<file path="src/verilog/ext_bus_map.vh">
// Constants for the shared external bus control block
`ifndef EXT_BUS_MAP_VH
`define EXT_BUS_MAP_VH

// ----------
// Controller states
// ----------
`define ST_W          3
`define ST_IDLE       3'h0
`define ST_ADDR       3'h1
`define ST_STROBE     3'h2
`define ST_SUSP       3'h3
`define ST_RELEASE    3'h4
`define ST_GRANT      3'h5

// ----------
// Address map and bank decode
// ----------
`define EXT_BASE      32'h0040_0000
`define BANK_HI       27
`define BANK_LO       26
`define BANK_NONE     4'hF
`define BANK_DRAM     2'h0

// ----------
// DRAM row tracking
// ----------
`define PAGE_BASE_BITS 8
`define PAGE_SIZE_W    3

// ----------
// Wait counts, in clk_in cycles
// ----------
`define CNT_W         4
// Long enough for an ack low at select time to pass the synchroniser and keeper
`define STROBE_MIN    4'h3
`define SLAVE_WAIT    4'h2
`define HOST_WAIT     4'h3
`define CNT_ZERO      4'h0
`define CNT_ONE       4'h1

// ----------
// Synchronised input bundle layout
// ----------
`define SYNC_W        17
`define SY_RD         0
`define SY_WR         1
`define SY_SW         2
`define SY_ACK        3
`define SY_SUSPEND_BUS_TRISTATE_N       4
`define SY_HBR        5
`define SY_HBG        6
`define SY_CS_LO      7
`define SY_CS_HI      10
`define SY_BR_LO      11
`define SY_BR_HI      16

`endif

</file>
<file path="src/verilog/dram_row_tracker.v">
// Remembers the last DRAM row opened in bank 0 and flags row changes
`timescale 1ns/1ns
`include "ext_bus_map.vh"
module dram_row_tracker (
  input  wire                    clk_in,       // System clock
  input  wire                    rst_in,       // Synchronous reset, high
  input  wire                    update_in,    // Bank 0 access starts
  input  wire [31:0]             addr_in,      // Access address
  input  wire [`PAGE_SIZE_W-1:0] page_size_in, // Page size code
  output wire                    crossed_out   // Row differs from last one
);

  reg        seen_q;
  reg [31:0] row_q;
  wire [31:0] row_now;

  // Row number is the address above the column bits
  assign row_now     = addr_in >> (`PAGE_BASE_BITS + page_size_in);
  // First access after reset always counts as a new page
  assign crossed_out = ~seen_q | (row_now != row_q);

  // ----------------------------------------------------------------
  // Row register
  // ----------------------------------------------------------------
  always @(posedge clk_in) begin
    if (rst_in) begin
      seen_q <= 1'b0;
      row_q  <= 32'h0000_0000;
    end else if (update_in) begin
      seen_q <= 1'b1;
      row_q  <= row_now;
    end
  end

endmodule

</file>
<file path="src/verilog/ext_bus_ctrl.v">
// Shared external bus control: strobes, selects, acknowledge, host grant
// Summary of operation
// Read strobe low for external and internal reads
// Outsiders assert read strobe to read us
// Only bus master drives the strobes
// Write strobe low for external and internal writes
// Outsiders assert write strobe to write us
// Page output flags DRAM row crossing, master only
// Page output only for bank 0 accesses
// Only bus master drives clock reference
// Early write select warns; no strobe aborts
// Early write select starts with address
// Slaves sample early write select for direction
// Host asserts early write select for writes
// Low acknowledge holds off access completion
// Slave drives acknowledge low for wait states
// Master keeps last acknowledge level
// Suspend floats bus lines from next cycle; the code floats them on the third clock edge after the pin falls
// Access under suspend stalls until release
// Suspend only for deadlock or DRAM controller
// Host request floats bus, then grants
// Host request beats multiprocessor requests
// Grant held low until host releases
// Host chip select picks one processor
// Ready driven only with select and request
// Bank selects idle without external access
`timescale 1ns/1ns
`include "ext_bus_map.vh"
module ext_bus_ctrl (
  input  wire                    clk_in,                       // 20 MHz clock
  input  wire                    rst_in,                       // Synchronous reset
  input  wire                    is_master_in,                 // This end owns the bus
  input  wire                    req_in,                       // Processor access request
  input  wire                    req_write_in,                 // Request is a write
  input  wire                    req_cond_in,                  // Condition true
  input  wire [31:0]             req_addr_in,                  // Request address
  input  wire [`PAGE_SIZE_W-1:0] page_size_in,                 // DRAM page size code
  input  wire                    slave_hit_in,                 // Bus address hits us
  input  wire                    read_strobe_n_in,             // Read strobe pin
  input  wire                    write_strobe_n_in,            // Write strobe pin
  input  wire                    early_write_select_n_in,      // Early write pin
  input  wire                    ack_in,                       // Acknowledge pin
  input  wire                    suspend_bus_tristate_n_in,    // Suspend pin
  input  wire                    host_bus_request_n_in,        // Host request pin
  input  wire                    host_bus_grant_n_in,          // Grant pin level
  input  wire                    host_select_proc_a_n_in,      // Host select A
  input  wire                    host_select_proc_b_n_in,      // Host select B
  input  wire                    host_select_proc_c_n_in,      // Host select C
  input  wire                    host_select_proc_d_n_in,      // Host select D
  input  wire [5:0]              multiproc_bus_request_n_in,   // Processor requests
  output reg  [31:0]             address_out,                  // Address pins
  output reg  [3:0]              memory_bank_select_n_out,     // Bank selects
  output reg                     read_strobe_n_out,            // Read strobe drive
  output reg                     write_strobe_n_out,           // Write strobe drive
  output reg                     early_write_select_n_out,     // Early write drive
  output reg                     page_out,                     // DRAM page crossing
  output reg                     bus_clock_reference_out,      // Clock reference
  output reg                     bus_oe_n_out,                 // Bus lines enable, low
  output reg                     ack_out,                      // Acknowledge drive
  output reg                     ack_oe_n_out,                 // Acknowledge enable
  output reg                     host_bus_grant_n_out,         // Grant drive
  output reg                     host_bus_grant_oe_n_out,      // Grant enable
  output reg                     host_access_ready_out,        // Ready drive
  output reg                     host_access_ready_oe_n_out,   // Ready enable
  output reg                     access_done_out,              // Access finished pulse
  output reg                     access_stall_out,             // Processor stalled
  output reg                     slave_access_out,             // Slave access pulse
  output reg                     slave_write_out,              // Slave access is write
  output reg                     host_grant_seen_out,          // Grant seen on pin
  output reg                     bus_yield_out                 // Free for processors
);
  // ----------
  // Bank decode, used for selects and for the DRAM check
  // ----------
  function [1:0] bank_of;
    input [31:0] addr;
    bank_of = addr[`BANK_HI:`BANK_LO];
  endfunction
  // ----------
  // Pin synchronisers
  // ----------
  wire [`SYNC_W-1:0] pins_s;
  pin_sync #(
    .WIDTH (`SYNC_W)
  ) u_sync (
    .clk_in   (clk_in),
    .rst_in   (rst_in),
    .async_in ({multiproc_bus_request_n_in, host_select_proc_d_n_in, host_select_proc_c_n_in,
                host_select_proc_b_n_in, host_select_proc_a_n_in, host_bus_grant_n_in,
                host_bus_request_n_in, suspend_bus_tristate_n_in, ack_in,
                early_write_select_n_in, write_strobe_n_in, read_strobe_n_in}),
    .sync_out (pins_s)
  );
  wire rd_s   = ~pins_s[`SY_RD];
  wire wr_s   = ~pins_s[`SY_WR];
  wire sw_s   = ~pins_s[`SY_SW];
  wire suspend_bus_tristate_n_s = ~pins_s[`SY_SUSPEND_BUS_TRISTATE_N];
  wire hbr_s  = ~pins_s[`SY_HBR];
  wire cs_s   = ~&pins_s[`SY_CS_HI:`SY_CS_LO];
  wire br_s   = ~&pins_s[`SY_BR_HI:`SY_BR_LO];
  // ----------
  // State and held request
  // ----------
  reg [`ST_W-1:0]  state_q, state_d;
  reg [`CNT_W-1:0] cnt_q, cnt_d, scnt_q, scnt_d, hcnt_q, hcnt_d;
  reg [31:0]       addr_q, address_d;
  reg              write_q, cond_q, ack_keep_q, sbusy_q, sbusy_d, hstrobe_q;
  reg [3:0]        bank_n_d;
  reg              rd_n_d, wr_n_d, sw_n_d, page_d, bus_oe_n_d;
  reg              ack_d, ack_oe_n_d, hbg_n_d, rdy_d, rdy_oe_n_d;
  reg              done_d, stall_d, slv_acc_d, slv_wr_d;
  wire dram_start;
  wire crossed;
  wire [31:0] start_addr = (state_q == `ST_IDLE) ? req_addr_in : addr_q;
  // Only bank 0 accesses update and test the open row
  assign dram_start = (state_d == `ST_ADDR) && (state_q != `ST_ADDR) &&
                      (start_addr >= `EXT_BASE) &&
                      (bank_of(start_addr) == `BANK_DRAM);
  dram_row_tracker u_row (
    .clk_in       (clk_in),
    .rst_in       (rst_in),
    .update_in    (dram_start),
    .addr_in      (start_addr),
    .page_size_in (page_size_in),
    .crossed_out  (crossed)
  );
  // ----------
  // Master sequencing
  // ----------
  always @* begin
    state_d    = state_q;
    cnt_d      = cnt_q;
    address_d  = address_out;
    bank_n_d   = memory_bank_select_n_out;
    rd_n_d     = 1'b1;
    wr_n_d     = 1'b1;
    sw_n_d     = early_write_select_n_out;
    page_d     = 1'b0;
    hbg_n_d    = 1'b1;
    done_d     = 1'b0;
    stall_d    = 1'b0;
    case (state_q)
      `ST_IDLE: begin
        bank_n_d = `BANK_NONE;
        sw_n_d   = 1'b1;
        if (is_master_in && hbr_s) begin
          state_d = `ST_RELEASE;
        end else if (is_master_in && req_in) begin
          if (suspend_bus_tristate_n_s) begin
            state_d = `ST_SUSP;
            stall_d = 1'b1;
          end else begin
            state_d = `ST_ADDR;
          end
        end
      end
      `ST_ADDR: begin
        if (suspend_bus_tristate_n_s) begin
          state_d  = `ST_SUSP;
          stall_d  = 1'b1;
          bank_n_d = `BANK_NONE;
        end else if (!cond_q) begin
          state_d  = `ST_IDLE;
          done_d   = 1'b1;
          sw_n_d   = 1'b1;
          bank_n_d = `BANK_NONE;
        end else begin
          state_d = `ST_STROBE;
          cnt_d   = `STROBE_MIN;
          rd_n_d  = write_q;
          wr_n_d  = ~write_q;
        end
      end
      `ST_STROBE: begin
        if (suspend_bus_tristate_n_s) begin
          state_d  = `ST_SUSP;
          stall_d  = 1'b1;
          bank_n_d = `BANK_NONE;
        end else if (cnt_q != `CNT_ZERO) begin
          cnt_d  = cnt_q - `CNT_ONE;
          rd_n_d = read_strobe_n_out;
          wr_n_d = write_strobe_n_out;
        end else if (!ack_keep_q) begin
          stall_d = 1'b1;
          rd_n_d  = read_strobe_n_out;
          wr_n_d  = write_strobe_n_out;
        end else begin
          state_d  = `ST_IDLE;
          done_d   = 1'b1;
          sw_n_d   = 1'b1;
          bank_n_d = `BANK_NONE;
        end
      end
      `ST_SUSP: begin
        stall_d = 1'b1;
        if (!suspend_bus_tristate_n_s) state_d = `ST_ADDR;
      end
      `ST_RELEASE: begin
        state_d = `ST_GRANT;
        hbg_n_d = 1'b0;
      end
      `ST_GRANT: begin
        hbg_n_d = 1'b0;
        if (!hbr_s) begin
          state_d = `ST_IDLE;
          hbg_n_d = 1'b1;
        end
      end
      default: state_d = `ST_IDLE;
    endcase
    // Address, selects and early write all appear together
    if (state_d == `ST_ADDR && state_q != `ST_ADDR) begin
      address_d = start_addr;
      bank_n_d  = (start_addr >= `EXT_BASE) ? ~(4'h1 << bank_of(start_addr)) : `BANK_NONE;
      sw_n_d = (state_q == `ST_IDLE) ? ~req_write_in : ~write_q;
      page_d = dram_start & crossed;
    end
    // Float only when not master, suspended or handed to the host
    bus_oe_n_d = ~is_master_in | suspend_bus_tristate_n_s |
                 (state_d == `ST_SUSP) | (state_d == `ST_RELEASE) |
                 (state_d == `ST_GRANT);
  end
  // ----------
  // Slave acknowledge and host ready
  // ----------
  always @* begin
    scnt_d     = scnt_q;
    sbusy_d    = sbusy_q;
    ack_d      = 1'b1;
    ack_oe_n_d = 1'b1;
    slv_acc_d  = 1'b0;
    slv_wr_d   = slave_write_out;
    hcnt_d     = hcnt_q;
    rdy_d      = 1'b1;
    rdy_oe_n_d = 1'b1;
    // Strobes from outside mark an access to our memory
    if (!is_master_in && slave_hit_in && (rd_s | wr_s) && !sbusy_q) begin
      sbusy_d    = 1'b1;
      scnt_d     = `SLAVE_WAIT;
      ack_d      = 1'b0;
      ack_oe_n_d = 1'b0;
      slv_acc_d  = 1'b1;
      slv_wr_d   = sw_s | wr_s;
    end else if (sbusy_q && scnt_q != `CNT_ZERO) begin
      scnt_d     = scnt_q - `CNT_ONE;
      ack_d      = 1'b0;
      ack_oe_n_d = 1'b0;
    end else if (sbusy_q && ack_oe_n_out == 1'b0 && ack_out == 1'b0) begin
      ack_oe_n_d = 1'b0;                                    // Drive high once, then float
    end else if (sbusy_q && !(rd_s | wr_s)) sbusy_d = 1'b0;
    // Ready only exists while a select and the host request are both low
    if (cs_s && hbr_s) begin
      rdy_oe_n_d = 1'b0;
      if ((rd_s | wr_s) && !hstrobe_q) begin
        hcnt_d = `HOST_WAIT;
        rdy_d  = 1'b0;
      end else if (hcnt_q != `CNT_ZERO) begin
        hcnt_d = hcnt_q - `CNT_ONE;
        rdy_d  = 1'b0;
      end
    end else hcnt_d = `CNT_ZERO;
  end
  // ----------
  // Registers; every output comes from here
  // ----------
  always @(posedge clk_in) begin
    if (rst_in) begin
      state_q                    <= `ST_IDLE;
      cnt_q                      <= `CNT_ZERO;
      addr_q                     <= 32'h0000_0000;
      write_q                    <= 1'b0;
      cond_q                     <= 1'b0;
      ack_keep_q                 <= 1'b1;
      scnt_q                     <= `CNT_ZERO;
      sbusy_q                    <= 1'b0;
      hcnt_q                     <= `CNT_ZERO;
      hstrobe_q                  <= 1'b0;
      address_out                <= 32'h0000_0000;
      memory_bank_select_n_out   <= `BANK_NONE;
      read_strobe_n_out          <= 1'b1;
      write_strobe_n_out         <= 1'b1;
      early_write_select_n_out   <= 1'b1;
      page_out                   <= 1'b0;
      bus_clock_reference_out    <= 1'b0;
      bus_oe_n_out               <= 1'b1;
      ack_out                    <= 1'b1;
      ack_oe_n_out               <= 1'b1;
      host_bus_grant_n_out       <= 1'b1;
      host_bus_grant_oe_n_out    <= 1'b1;
      host_access_ready_out      <= 1'b1;
      host_access_ready_oe_n_out <= 1'b1;
      access_done_out            <= 1'b0;
      access_stall_out           <= 1'b0;
      slave_access_out           <= 1'b0;
      slave_write_out            <= 1'b0;
      host_grant_seen_out        <= 1'b0;
      bus_yield_out              <= 1'b0;
    end else begin
      state_q <= state_d;
      cnt_q   <= cnt_d;
      // Latch the request so a suspended access can be replayed
      if (state_q == `ST_IDLE && is_master_in && req_in && !hbr_s) begin
        addr_q  <= req_addr_in;
        write_q <= req_write_in;
        cond_q  <= req_cond_in;
      end
      // Keeper: holds whatever level was last seen on the pin
      ack_keep_q                 <= pins_s[`SY_ACK];
      scnt_q                     <= scnt_d;
      sbusy_q                    <= sbusy_d;
      hcnt_q                     <= hcnt_d;
      hstrobe_q                  <= rd_s | wr_s;
      address_out                <= address_d;
      memory_bank_select_n_out   <= bank_n_d;
      read_strobe_n_out          <= rd_n_d;
      write_strobe_n_out         <= wr_n_d;
      early_write_select_n_out   <= sw_n_d;
      page_out                   <= page_d;
      // Half-rate reference, valid only while the bus is driven
      bus_clock_reference_out    <= ~bus_clock_reference_out;
      bus_oe_n_out               <= bus_oe_n_d;
      ack_out                    <= ack_d;
      ack_oe_n_out               <= ack_oe_n_d;
      host_bus_grant_n_out       <= hbg_n_d;
      host_bus_grant_oe_n_out    <= ~is_master_in;
      host_access_ready_out      <= rdy_d;
      host_access_ready_oe_n_out <= rdy_oe_n_d;
      access_done_out            <= done_d;
      access_stall_out           <= stall_d;
      slave_access_out           <= slv_acc_d;
      slave_write_out            <= slv_wr_d;
      host_grant_seen_out        <= ~pins_s[`SY_HBG];
      // Processors may only take the bus when the host is not asking
      bus_yield_out              <= is_master_in & br_s & ~hbr_s &
                                    (state_d == `ST_IDLE);
    end
  end
endmodule

</file>
<file path="src/verilog/pin_sync.v">
// Two-stage synchroniser for a bundle of asynchronous pin levels
`timescale 1ns/1ns
module pin_sync #(
  parameter WIDTH = 1
) (
  input  wire             clk_in,   // System clock
  input  wire             rst_in,   // Synchronous reset, high
  input  wire [WIDTH-1:0] async_in, // Raw pin levels
  output wire [WIDTH-1:0] sync_out  // Levels after two flops
);

  // ----------------------------------------------------------------
  // One pair of flops per bit
  // ----------------------------------------------------------------
  genvar i;
  generate
    for (i = 0; i < WIDTH; i = i + 1) begin : g_bit
      reg meta_q;
      reg stable_q;
      // Resets high: every bundled pin idles high
      always @(posedge clk_in) begin
        if (rst_in) begin
          meta_q   <= 1'b1;
          stable_q <= 1'b1;
        end else begin
          meta_q   <= async_in[i];
          stable_q <= meta_q;
        end
      end
      assign sync_out[i] = stable_q;
    end
  endgenerate

endmodule
</file>
<file path="config.mk">
export PLATFORM = sky130hd
export DESIGN_NAME = ext_bus_ctrl
export DESIGN_NICKNAME = d
export VERILOG_FILES = /design/src/verilog/dram_row_tracker.v /design/src/verilog/ext_bus_ctrl.v /design/src/verilog/pin_sync.v
export VERILOG_INCLUDE_DIRS = /design/src /design/src/verilog
export SDC_FILE = /design/constraint.sdc
export NUM_CORES = 1
export LEC_CHECK = 0
export BUFFER_PORTS_ARGS = -buffer_cell sky130_fd_sc_hd__buf_2
export CORE_MARGIN = 2
export CORE_UTILIZATION = 49
export DETAILED_ROUTE_END_ITERATION = 10
export PLACE_DENSITY = 0.74
export SETUP_SLACK_MARGIN = 0.4
export SYNTH_ARGS = -nofsm -noshare
export SYNTH_HDL_FRONTEND = slang
export SYNTH_SLANG_ARGS = --single-unit
</file>
<file path="constraint.sdc">
create_clock -name clk_in -period 4.02 [get_ports clk_in]
set_input_delay 0.804 -clock clk_in [delete_from_list [all_inputs] [get_ports clk_in]]
set_output_delay 0.804 -clock clk_in [all_outputs]
set_load 0.02 [all_outputs]
</file>
==> results of run 1 <==
[final cells by class]
type | instances | area, um2
clock inverter | 14 | 160
multi-input combinational | 583 | 3860
timing repair buffer | 123 | 658
sequential | 165 | 3300
inverter | 14 | 52.6
tap | 188 | 235
clock buffer | 18 | 439
antenna | 1 | 2.50
fill | 1279 | 6320
[how the worst max path moves through the flow]
stage	cells after the start	slack, ns	start	end
CTS	9	0.81	state_q[1]	page_out
global placement	9	0.87	state_q[1]	page_out
finish	9	0.81	state_q[1]	page_out
floorplan	11	1.16	state_q[1]	page_out
detailed placement	9	0.83	state_q[1]	page_out
global route	9	0.59	state_q[1]	page_out
[power by group through the flow]
stage	clock network (mW)	logic (mW)	registers (mW)
floorplan	0	0.489	1.83
global placement	0	0.704	1.80
detailed placement	0	0.711	1.80
CTS	1.67	0.715	1.77
global route	1.74	0.786	1.78
finish	1.64	0.715	1.77
[cell usage in the layout (no fill, tap or decap), types with 6 or more instances in the layout]
| cell type | synthesis | final |
|---|---|---|
| dfxtp_1 | 165 | 165 |
| nand2_1 | 147 | 147 |
| buf_2 | 8 | 111 |
| nor2_1 | 86 | 84 |
| mux2i_1 | 49 | 49 |
| a21oi_1 | 44 | 44 |
| or2_2 | 37 | 37 |
| mux4_2 | 24 | 24 |
| a311oi_1 | 22 | 22 |
| a211oi_1 | 19 | 18 |
| clkbuf_16 | 0 | 17 |
| nor3_1 | 17 | 16 |
| xnor2_1 | 16 | 16 |
| inv_1 | 14 | 14 |
| xor2_1 | 14 | 14 |
| nand2b_1 | 13 | 13 |
| a22oi_1 | 11 | 11 |
| buf_4 | 1 | 11 |
| o21ai_0 | 10 | 10 |
| nor4_1 | 6 | 6 |
| inv_8 | 0 | 6 |
[flip-flops by register name, summed over array words and instances (netlist names), 3 cells and up]
register / count
u_sync.g_bit.meta_q: 17
u_row.row_q: 24
u_sync.g_bit.stable_q: 17
state_q: 3
cnt_q: 4
memory_bank_select_n_out: 4
hcnt_q: 4
address_out: 32
scnt_q: 4
addr_q: 32
[logic make-up (layout without fill, tap and decap cells)]
group,count (synthesis),after routing,share of synthesized area [%]
simple gates,337,337,20.3
flops,165,165,44.3
compound gates,138,138,12.9
mux,74,74,14.0
buf+inv,74,169,4.21
xor+xnor,30,30,3.53
fa+ha+maj,4,4,0.672
other cells,0,1,0
[stage by stage]
stage | hold WS [ns] | power (mW) | instance area, um2 | instances | worst slack, ns
floorplan | 0.363 | 2.32 | 7450 | 822 | 1.16
global placement | 0.382 | 2.51 | 8110 | 1073 | 0.871
detailed placement | 0.372 | 2.52 | 8110 | 1073 | 0.832
CTS | 0.397 | 4.15 | 8710 | 1105 | 0.811
global route | 0.421 | 4.31 | 8710 | 1106 | 0.590
finish | 0.392 | 4.12 | 8710 | 1106 | 0.807
[per-layer routing]
layer | global-route usage (%) | routed length, um
met1 | 28.7 | 7750
met2 | 35.4 | 8300
met3 | 6.49 | 1080
met4 | 7.89 | 291
met5 | 0 | 0
==> reports/qor.csv, run 1 <==
stage;metric;value;unit
timing;min_period_over_period;79.9;%
cts;htree_levels;4;
worst_setup_path;worst-path-buf-inv;1;
logic_synthesis;yosysWarnings;0;
route;dr.pass1.iters;6;
worst_setup_path;critPathKind;reg2reg;
worst_hold_path;holdPathEnd;host_grant_seen_out;
worst_setup_path;ff2ff_path_depth;9;
timing;slew_violations;0;
place;port_buffers;112;
pwr;comb_power_share;17.3;%
timing;max_freq;0.311;GHz
timing;period_needed;3.21;ns
global_routing;antenna_found_initial;1;
logic_synthesis;yosys-top-cells-area;dfxtp_1 44%, nand2_1 7.4%, mux4_2 7.3%;
pwr;p_seq_share;42.9;%
route;avgViaCountPerCell;5.59;
logic_synthesis;ys_seq_area_share;44.3;%
worst_setup_path;cp-end-kind;flop;
timing;hold_violations;0;
floorplanning;dieArea;16200;um2
pwr;peakVddDrop;0.000338;V
cts;post_cts_resize_count;0;
pwr;internal_power;2.91;mW
floorplanning;io_pins;113;
cts;tritoncts;built;
status;run_status;completed;
run;cap_violations;0;
worst_setup_path;slowest_stage;mux4_2;
pwr;leakage;3.46;nW
cells_and_area;nets;967;
cts;cts_sinks;165;
worst_setup_path;startpoint_type;flop;
place;dpl.hpwl;11900;um
timing;worst_pin_slew;0.771;ns
floorplanning;row_count;45;
logic_synthesis;synth_top_area_share;44.3;%
pwr;clkPwrFrac;39.8;%
floorplanning;die_h;127;um
logic_synthesis;ys_ff_latch;165;
worst_setup_path;critical_path_required;4.33;ns
worst_setup_path;worst_ep_arrival_time;3.52;ns
timing;setup_viol;0;
pwr;powerDensity;473;nW/um2
global_routing;grt_pass1_vias;5718;
global_routing;grtUsageTotal;22.1;%
logic_synthesis;syn_area;7450;um2
cts;cts_hold_buffers;0;
route;num_vias;6185;
timing;skew;0.0106;ns
cts;cts_buffers;17;
worst_setup_path;cp_common_cell;mux4_2;
cts;cts-root-buf;clkbuf_16;
logic_synthesis;synth_edf_count;0;
logic_synthesis;yosysMostFrequentCell;dfxtp_1;
global_routing;grt-ovfl-total;0;
worst_setup_path;path_cells;nor3_2, buf_12, mux4_2, mux4_2, xor2_1, nor2_1, o2111ai_1, nor4_2, a31oi_1;
floorplanning;die_w;127;um
timing;tns;0;ns
timing;maxSlewHeadroom;48.2;%
route;drc_errors;0;
worst_setup_path;r2r-start;state_q[1];
cells_and_area;syn_to_final_growth;16.9;%
cts;clk_transition_reported_paths;0.07;ns
worst_setup_path;rrSetupSlack;0.81;ns
cts;postCtsSetupBuffers;0;
timing;rsz0062_at_grt;false;
worst_setup_path;cp_top_family;multiplexers;
logic_synthesis;synth_cell_types;54;
floorplanning;core_area;15000;um2
route;wl_per_cell;15.8;um
worst_hold_path;timing.hold.worst_path_depth;1;
worst_setup_path;r2r_end;page_out;
route;drtAntennaViolNets;0;
logic_synthesis;synth_top_cell_by_area;dfxtp_1;
logic_synthesis;dominantRegCellSynth;dfxtp_1;
worst_hold_path;min_from;u_sync.g_bit[6].stable_q;
cells_and_area;final_util;58.0;%
pwr;p_sw_share;29.4;%
global_routing;grt_max_degree;86;
logic_synthesis;yosys-top-cells-count;165 x dfxtp_1, 147 x nand2_1, 86 x nor2_1;
global_routing;grt_pass1_wl;28700;um
route;first_iter_violations;480;
pwr;power.switching;1.21;mW
logic_synthesis;avgSynthCellArea;9.07;um2
logic_synthesis;synthesis.nets;885;
worst_hold_path;hold_path.class;reg2reg;
cts;cts_buffer_depth;2;
logic_synthesis;postSynth.asyncResetShare;0;%
place;place.gp.congestion;0.881;
cells_and_area;drive_above_1_share;24.6;%
logic_synthesis;synthCells;822;
route;totalWireLength;17400;um
worst_setup_path;cp_max_fo;55;
cts;insertion_delay;0.43;ns
worst_setup_path;slowest_delay;0.61;ns
floorplanning;start_util;49.6;%
Note: power is estimated with default switching activity, not from simulation.
==> run 2: changes to the inputs <==
PLACE_DENSITY = 0.77   (was 0.74)
clock period = 2.75 ns   (was 4.02 ns; I/O delays follow)
==> reports/qor.csv, run 2 (same netlist as run 1, synthesis figures left out) <==
stage;metric;value;unit;change
timing;worst_slack;-0.0573;ns;-0.864 ns
cells_and_area;final_common_cell;dfxtp_1;;
cells_and_area;syn_to_final_growth;22.1;%;
global_routing;busiest_layer;met2;;
cts;cts-root-buf;clkbuf_16;;
worst_setup_path;critical_path_required;3.08;ns;-1.25 ns
route;first_iter_violations;533;;+11%
floorplanning;die_h;127;um;unchanged
timing;period_needed;2.81;ns;-0.406 ns
route;drtAntennaViolNets;0;;unchanged
worst_setup_path;cp_max_fo;12;;-78%
floorplanning;dieArea;16200;um2;unchanged
global_routing;grt_max_degree;93;;+8.1%
timing;rsz0062_at_grt;true;;
cts;cts_buffer_depth;2;;unchanged
timing;maxSlewHeadroom;45.2;%;-3.0 points
global_routing;grtUsageTotal;23.8;%;+1.6 points
floorplanning;io_pins;113;;unchanged
cts;htree_levels;4;;unchanged
route;dr.pass1.iters;5;;-1
global_routing;grt_pass1_wl;30700;um;+7.2%
floorplanning;row_count;45;;unchanged
route;drc_errors;0;;unchanged
cts;cts_hold_buffers;0;;unchanged
cells_and_area;nets;1001;;+3.5%
global_routing;grt-ovfl-total;0;;unchanged
cts;insertion_delay;0.44;ns;about the same
worst_setup_path;cp-end-kind;flop;;
cells_and_area;final_cells;1141;;+3.2%
worst_hold_path;hold_path.class;in2reg;;
place;dp.cells;1107;;+3.2%
route;wl_per_cell;16.5;um;+5.1%
timing;min_period_over_period;102;%;+22 points
status;run_status;complete, but fails checks;;
place;port_buffers;112;;unchanged
timing;tns;-0.0573;ns;-0.0573 ns
cts;cts_buffers;17;;unchanged
cells_and_area;drive_above_1_share;28.9;%;+4.3 points
worst_setup_path;startpoint;state_q[2];;
worst_setup_path;r2r-start;state_q[2];;
timing;worst_pin_slew;0.822;ns;+0.0508 ns
worst_hold_path;min_from;host_select_proc_a_n_in;;
worst_setup_path;critPathKind;reg2reg;;
route;avgViaCountPerCell;5.65;;+0.99%
cells_and_area;fillerInstances;1242;;-2.9%
timing;setup_viol;1;;+1
floorplanning;die_w;127;um;unchanged
cts;cts_sinks;165;;unchanged
cts;postCtsSetupBuffers;0;;unchanged
run;cap_violations;0;;unchanged
timing;hold_violations;0;;unchanged
timing;holdWs;0.284;ns;-0.108 ns
global_routing;met1_usage;28.7;%;+0.088 points
cells_and_area;final_util;60.5;%;+2.6 points
pwr;powerDensity;676;nW/um2;+43%
timing;slew_violations;0;;unchanged
route;totalWireLength;18900;um;+8.4%
global_routing;met2_usage;39.3;%;+3.9 points
cts;clk_transition_reported_paths;0.07;ns;about the same
cts;tritoncts;built;;
status;violations;negative setup slack;;
timing;max_freq;0.356;GHz;+14%
worst_setup_path;startpoint_type;flop;;
cells_and_area;final_cell_mix;164 x dfxtp_1, 147 x nand2_1, 111 x buf_2;;
place;place.gp.congestion;0.875;;-0.68%
place;dpl.hpwl;12600;um;+5.5%
route;num_vias;6444;;+4.2%
pwr;peakVddDrop;0.000518;V;+53%
timing;skew;0.00736;ns;-0.00328 ns
global_routing;antenna_found_initial;3;;+2
global_routing;met3_usage;7.50;%;+1.0 points
floorplanning;start_util;49.6;%;unchanged
worst_setup_path;worst_ep_arrival_time;3.13;ns;-0.39 ns
cells_and_area;top_regs;addr_q (32), address_out (32), u_row.row_q (24);;
pwr;leakage;3.66;nW;+5.7%
floorplanning;core_area;15000;um2;unchanged
global_routing;grt_pass1_vias;6224;;+8.8%
place;pre_cts_ws;-0.0465;ns;-0.878 ns
[run 2: changes by cell type in the layout (fill, tap and decap cells not counted), sizes merged]
cell	previous run	this run
bufinv	1	0
buf	123	157
clkinv	3	2
clkinvlp	2	1
diode	1	2
inv	22	25
[run 2: report_power, final]
part | switching [mW] | internal, mW | total (mW)
Combinational | 0.680 | 0.532 | 1.21
Clock | 1.12 | 1.24 | 2.36
Sequential | 0.0706 | 2.51 | 2.58
[run 2: worst max-delay path, stage by stage, from the launching register on]
cell and delay, ns:
dfxtp_2 0.33, nor3_4 0.23, buf_12 0.19, mux4_2 0.54, mux4_2 0.51, xor2_1 0.17, nor2_2 0.16, o2111ai_1 0.16
nor4_2 0.30, a31oi_1 0.10
[run 2: layout make-up]
class,instances,area (um2),share of cell area (%)
clock buffer,18,439,4.83
antenna,2,5.00,0.0550
tap,188,235,2.58
sequential,165,3300,36.3
inverter,14,52.6,0.577
multi-input combinational,583,3940,43.3
timing repair buffer,157,971,10.7
clock inverter,14,151,1.66
[run 2: repair_timing]
item                       4_1_cts  5_1_grt
setup endpoints to repair        4       25
pin swaps                        0        2
resized for setup                3       17
[run 2: path summary, 6_finish.rpt]
kind | depth (start not counted) | slack [ns] | end
worst min-delay path | 2 | 0.28 | u_sync.g_bit[7].meta_q
worst max-delay path | 9 | -0.06 | page_out
worst min register to register | 1 | 0.39 | host_grant_seen_out
worst max register to register | 9 | -0.06 | page_out
[run 2: stage by stage]
stage	cell area (um2)	power, mW
floorplan	7480	3.41
global placement	8420	3.77
detailed placement	8420	3.79
CTS	9030	6.14
global route	9090	6.41
finish	9100	6.15
[run 2: metal layers]
metal | share of wire [%] | vias to the layer above
li1 | - | 3106
met1 | 40 | 3076
met2 | 50 | 214
met3 | 7.0 | 46
met4 | 2.9 | 2
met5 | 0.058 | -
==> run 3: changes to the inputs <==
CORE_ASPECT_RATIO = 1.75   (was unset)
SKIP_CTS_REPAIR_TIMING = 1   (was unset)
==> reports/qor.csv, run 3 (same netlist as run 1, synthesis figures left out) <==
stage;metric;value;unit;change
worst_setup_path;startpoint_type;flop;;
global_routing;grtUsageTotal;23.5;%;-0.24 points
floorplanning;die_h;167;um;+31%
cts;cts-root-buf;clkbuf_16;;
worst_hold_path;timing.hold.worst_path_depth;2;;unchanged
cts;cts_buffer_depth;2;;unchanged
cts;htree_levels;4;;unchanged
cells_and_area;drive_above_1_share;29.6;%;+0.64 points
global_routing;grt_pass1_wl;31100;um;+1.3%
timing;slew_violations;0;;unchanged
pwr;peakVddDrop;0.000578;V;+12%
worst_setup_path;path_cells;buf_4, or4b_2, and2_0, buf_4, nor4b_1, o21ai_0, a2111o_1, nor4_2, a31oi_1;;
route;avgViaCountPerCell;5.68;;+0.56%
timing;skew;0.0118;ns;+0.00445 ns
pwr;leakage;3.77;nW;+3.0%
floorplanning;start_util;50.0;%;+0.40 points
floorplanning;row_count;59;;+31%
timing;setup_viol;1;;unchanged
global_routing;antenna_found_initial;0;;-3
timing;period_needed;3.18;ns;+0.377 ns
cts;clk_transition_reported_paths;0.07;ns;about the same
timing;max_freq;0.314;GHz;-12%
cells_and_area;final_common_cell;dfxtp_1;;
global_routing;met1_usage;24.6;%;-4.1 points
cts;cts_sinks;165;;unchanged
cells_and_area;syn_to_final_growth;24.4;%;
cells_and_area;diodes;0;;-2
route;drtAntennaViolNets;0;;unchanged
worst_setup_path;cp_max_fo;15;;+3
pwr;powerDensity;671;nW/um2;-0.73%
route;drc_errors;0;;unchanged
cells_and_area;top_regs;addr_q (32), address_out (32), u_row.row_q (24);;
timing;holdWs;0.292;ns;+0.00822 ns
worst_setup_path;cp_common_cell;buf_4;;
place;dpl.hpwl;13500;um;+7.8%
timing;min_period_over_period;116;%;+14 points
place;pre_cts_ws;-0.136;ns;-0.0894 ns
worst_setup_path;critical_path_required;3.05;ns;-0.03 ns
place;dp.cells;1117;;+0.90%
worst_setup_path;critPathKind;reg2reg;;
timing;worst_pin_slew;0.794;ns;-0.0282 ns
global_routing;grt_pass1_vias;6432;;+3.3%
worst_setup_path;slowest_stage;or4b_2;;
timing;hold_violations;0;;unchanged
timing;tns;-0.435;ns;-0.377 ns
route;first_iter_violations;522;;-2.1%
global_routing;busiest_layer;met2;;
route;totalWireLength;19600;um;+3.9%
timing;maxSlewHeadroom;46.9;%;+1.7 points
pwr;p_total;6.22;mW;+1.1%
floorplanning;dieArea;16300;um2;+0.24%
cells_and_area;final_cell_mix;164 x dfxtp_1, 146 x nand2_1, 111 x buf_2;;
worst_setup_path;worst_ep_arrival_time;3.49;ns;+0.36 ns
cts;cts_buffers;17;;unchanged
cells_and_area;multi_input_area;3910;um2;-0.73%
worst_hold_path;min_from;host_select_proc_b_n_in;;
place;place.gp.congestion;0.917;;+4.8%
timing;rsz0062_at_grt;true;;
worst_setup_path;rrSetupSlack;-0.43;ns;-0.38 ns
global_routing;met2_usage;42.9;%;+3.6 points
cells_and_area;nets;1021;;+2.0%
global_routing;met3_usage;5.43;%;-2.1 points
place;port_buffers;112;;unchanged
timing;worst_slack;-0.435;ns;-0.377 ns
cells_and_area;final_cells;1154;;+1.1%
worst_hold_path;holdPathEnd;u_sync.g_bit[8].meta_q;;
global_routing;grt-ovfl-total;0;;unchanged
floorplanning;io_pins;113;;unchanged
status;violations;negative setup slack;;
route;dr.pass1.iters;5;;unchanged
worst_setup_path;ff2ff_path_depth;9;;unchanged
worst_setup_path;cp-end-kind;flop;;
route;wl_per_cell;17.0;um;+2.8%
worst_setup_path;slowest_delay;0.68;ns;+0.14 ns
cts;insertion_delay;0.43;ns;about the same
route;num_vias;6554;;+1.7%
run;cap_violations;0;;unchanged
global_routing;grt_max_degree;82;;-12%
cells_and_area;fillerInstances;1271;;+2.3%
cts;tritoncts;built;;
floorplanning;die_w;97.2;um;-24%
cells_and_area;seq_area;3300;um2;unchanged
floorplanning;core_area;14900;um2;-0.81%
worst_setup_path;r2r-start;state_q[0];;
status;run_status;complete, but fails checks;;
worst_setup_path;r2r_end;page_out;;
worst_hold_path;hold_path.class;in2reg;;
-- run 3: cell types whose count changed in the layout (fill, tap and decap cells not counted), moves of 3 or more --
cell      before  now
buf_4         39   54
buf_6          2    5
clkinv_8       2    7
inv_6          5    2
inv_8          6    3
mux2i_2        4    1
-- run 3: report_power, final --
part | internal, mW | total [mW] | leakage (nW) | switching [mW]
Sequential | 2.51 | 2.58 | 1.35 | 0.0707
Clock | 1.23 | 2.39 | 0.293 | 1.15
Combinational | 0.564 | 1.26 | 2.13 | 0.692
Total | 4.30 | 6.22 | 3.77 | 1.92
-- run 3: worst max-delay path, delay by kind of cell, from the launching register on --
| family | cells | cell delay, ns |
|---|---|---|
| simple gates | 4 | 1.53 |
| compound gates | 3 | 0.85 |
| flops | 1 | 0.33 |
| buf+inv | 2 | 0.35 |
-- run 3: worst max path at each step --
stage	startpoint	end	slack, ns	depth (start not counted)
2_1_floorplan	state_q[1]	page_out	0.13	12
3_3_place_gp	state_q[2]	page_out	-0.07	9
3_5_place_dp	state_q[2]	page_out	-0.14	9
4_1_cts	state_q[2]	page_out	-0.18	9
5_1_grt	state_q[0]	page_out	-0.45	9
6_report	state_q[0]	page_out	-0.43	9
-- run 3: layout make-up --
class,instances,share of cell area (%)
tap,183,2.47
inverter,14,0.567
clock buffer,17,4.59
sequential,165,35.6
clock inverter,15,2.05
timing repair buffer,177,12.5
multi-input combinational,583,42.2
-- run 3: layer usage --
metal	vias up	share of wire [%]
li1	3154	-
met1	3080	36
met2	244	54
met3	76	5.3
met4	0	4.9
met5	-	0
-- run 3: per-stage QoR --
stage	area [um2]	util (%)
3_3_place_gp	8530	57.2
5_1_grt	9270	62.2
3_5_place_dp	8530	57.2
2_1_floorplan	7480	-
6_report	9270	62.2
4_1_cts	9150	61.3
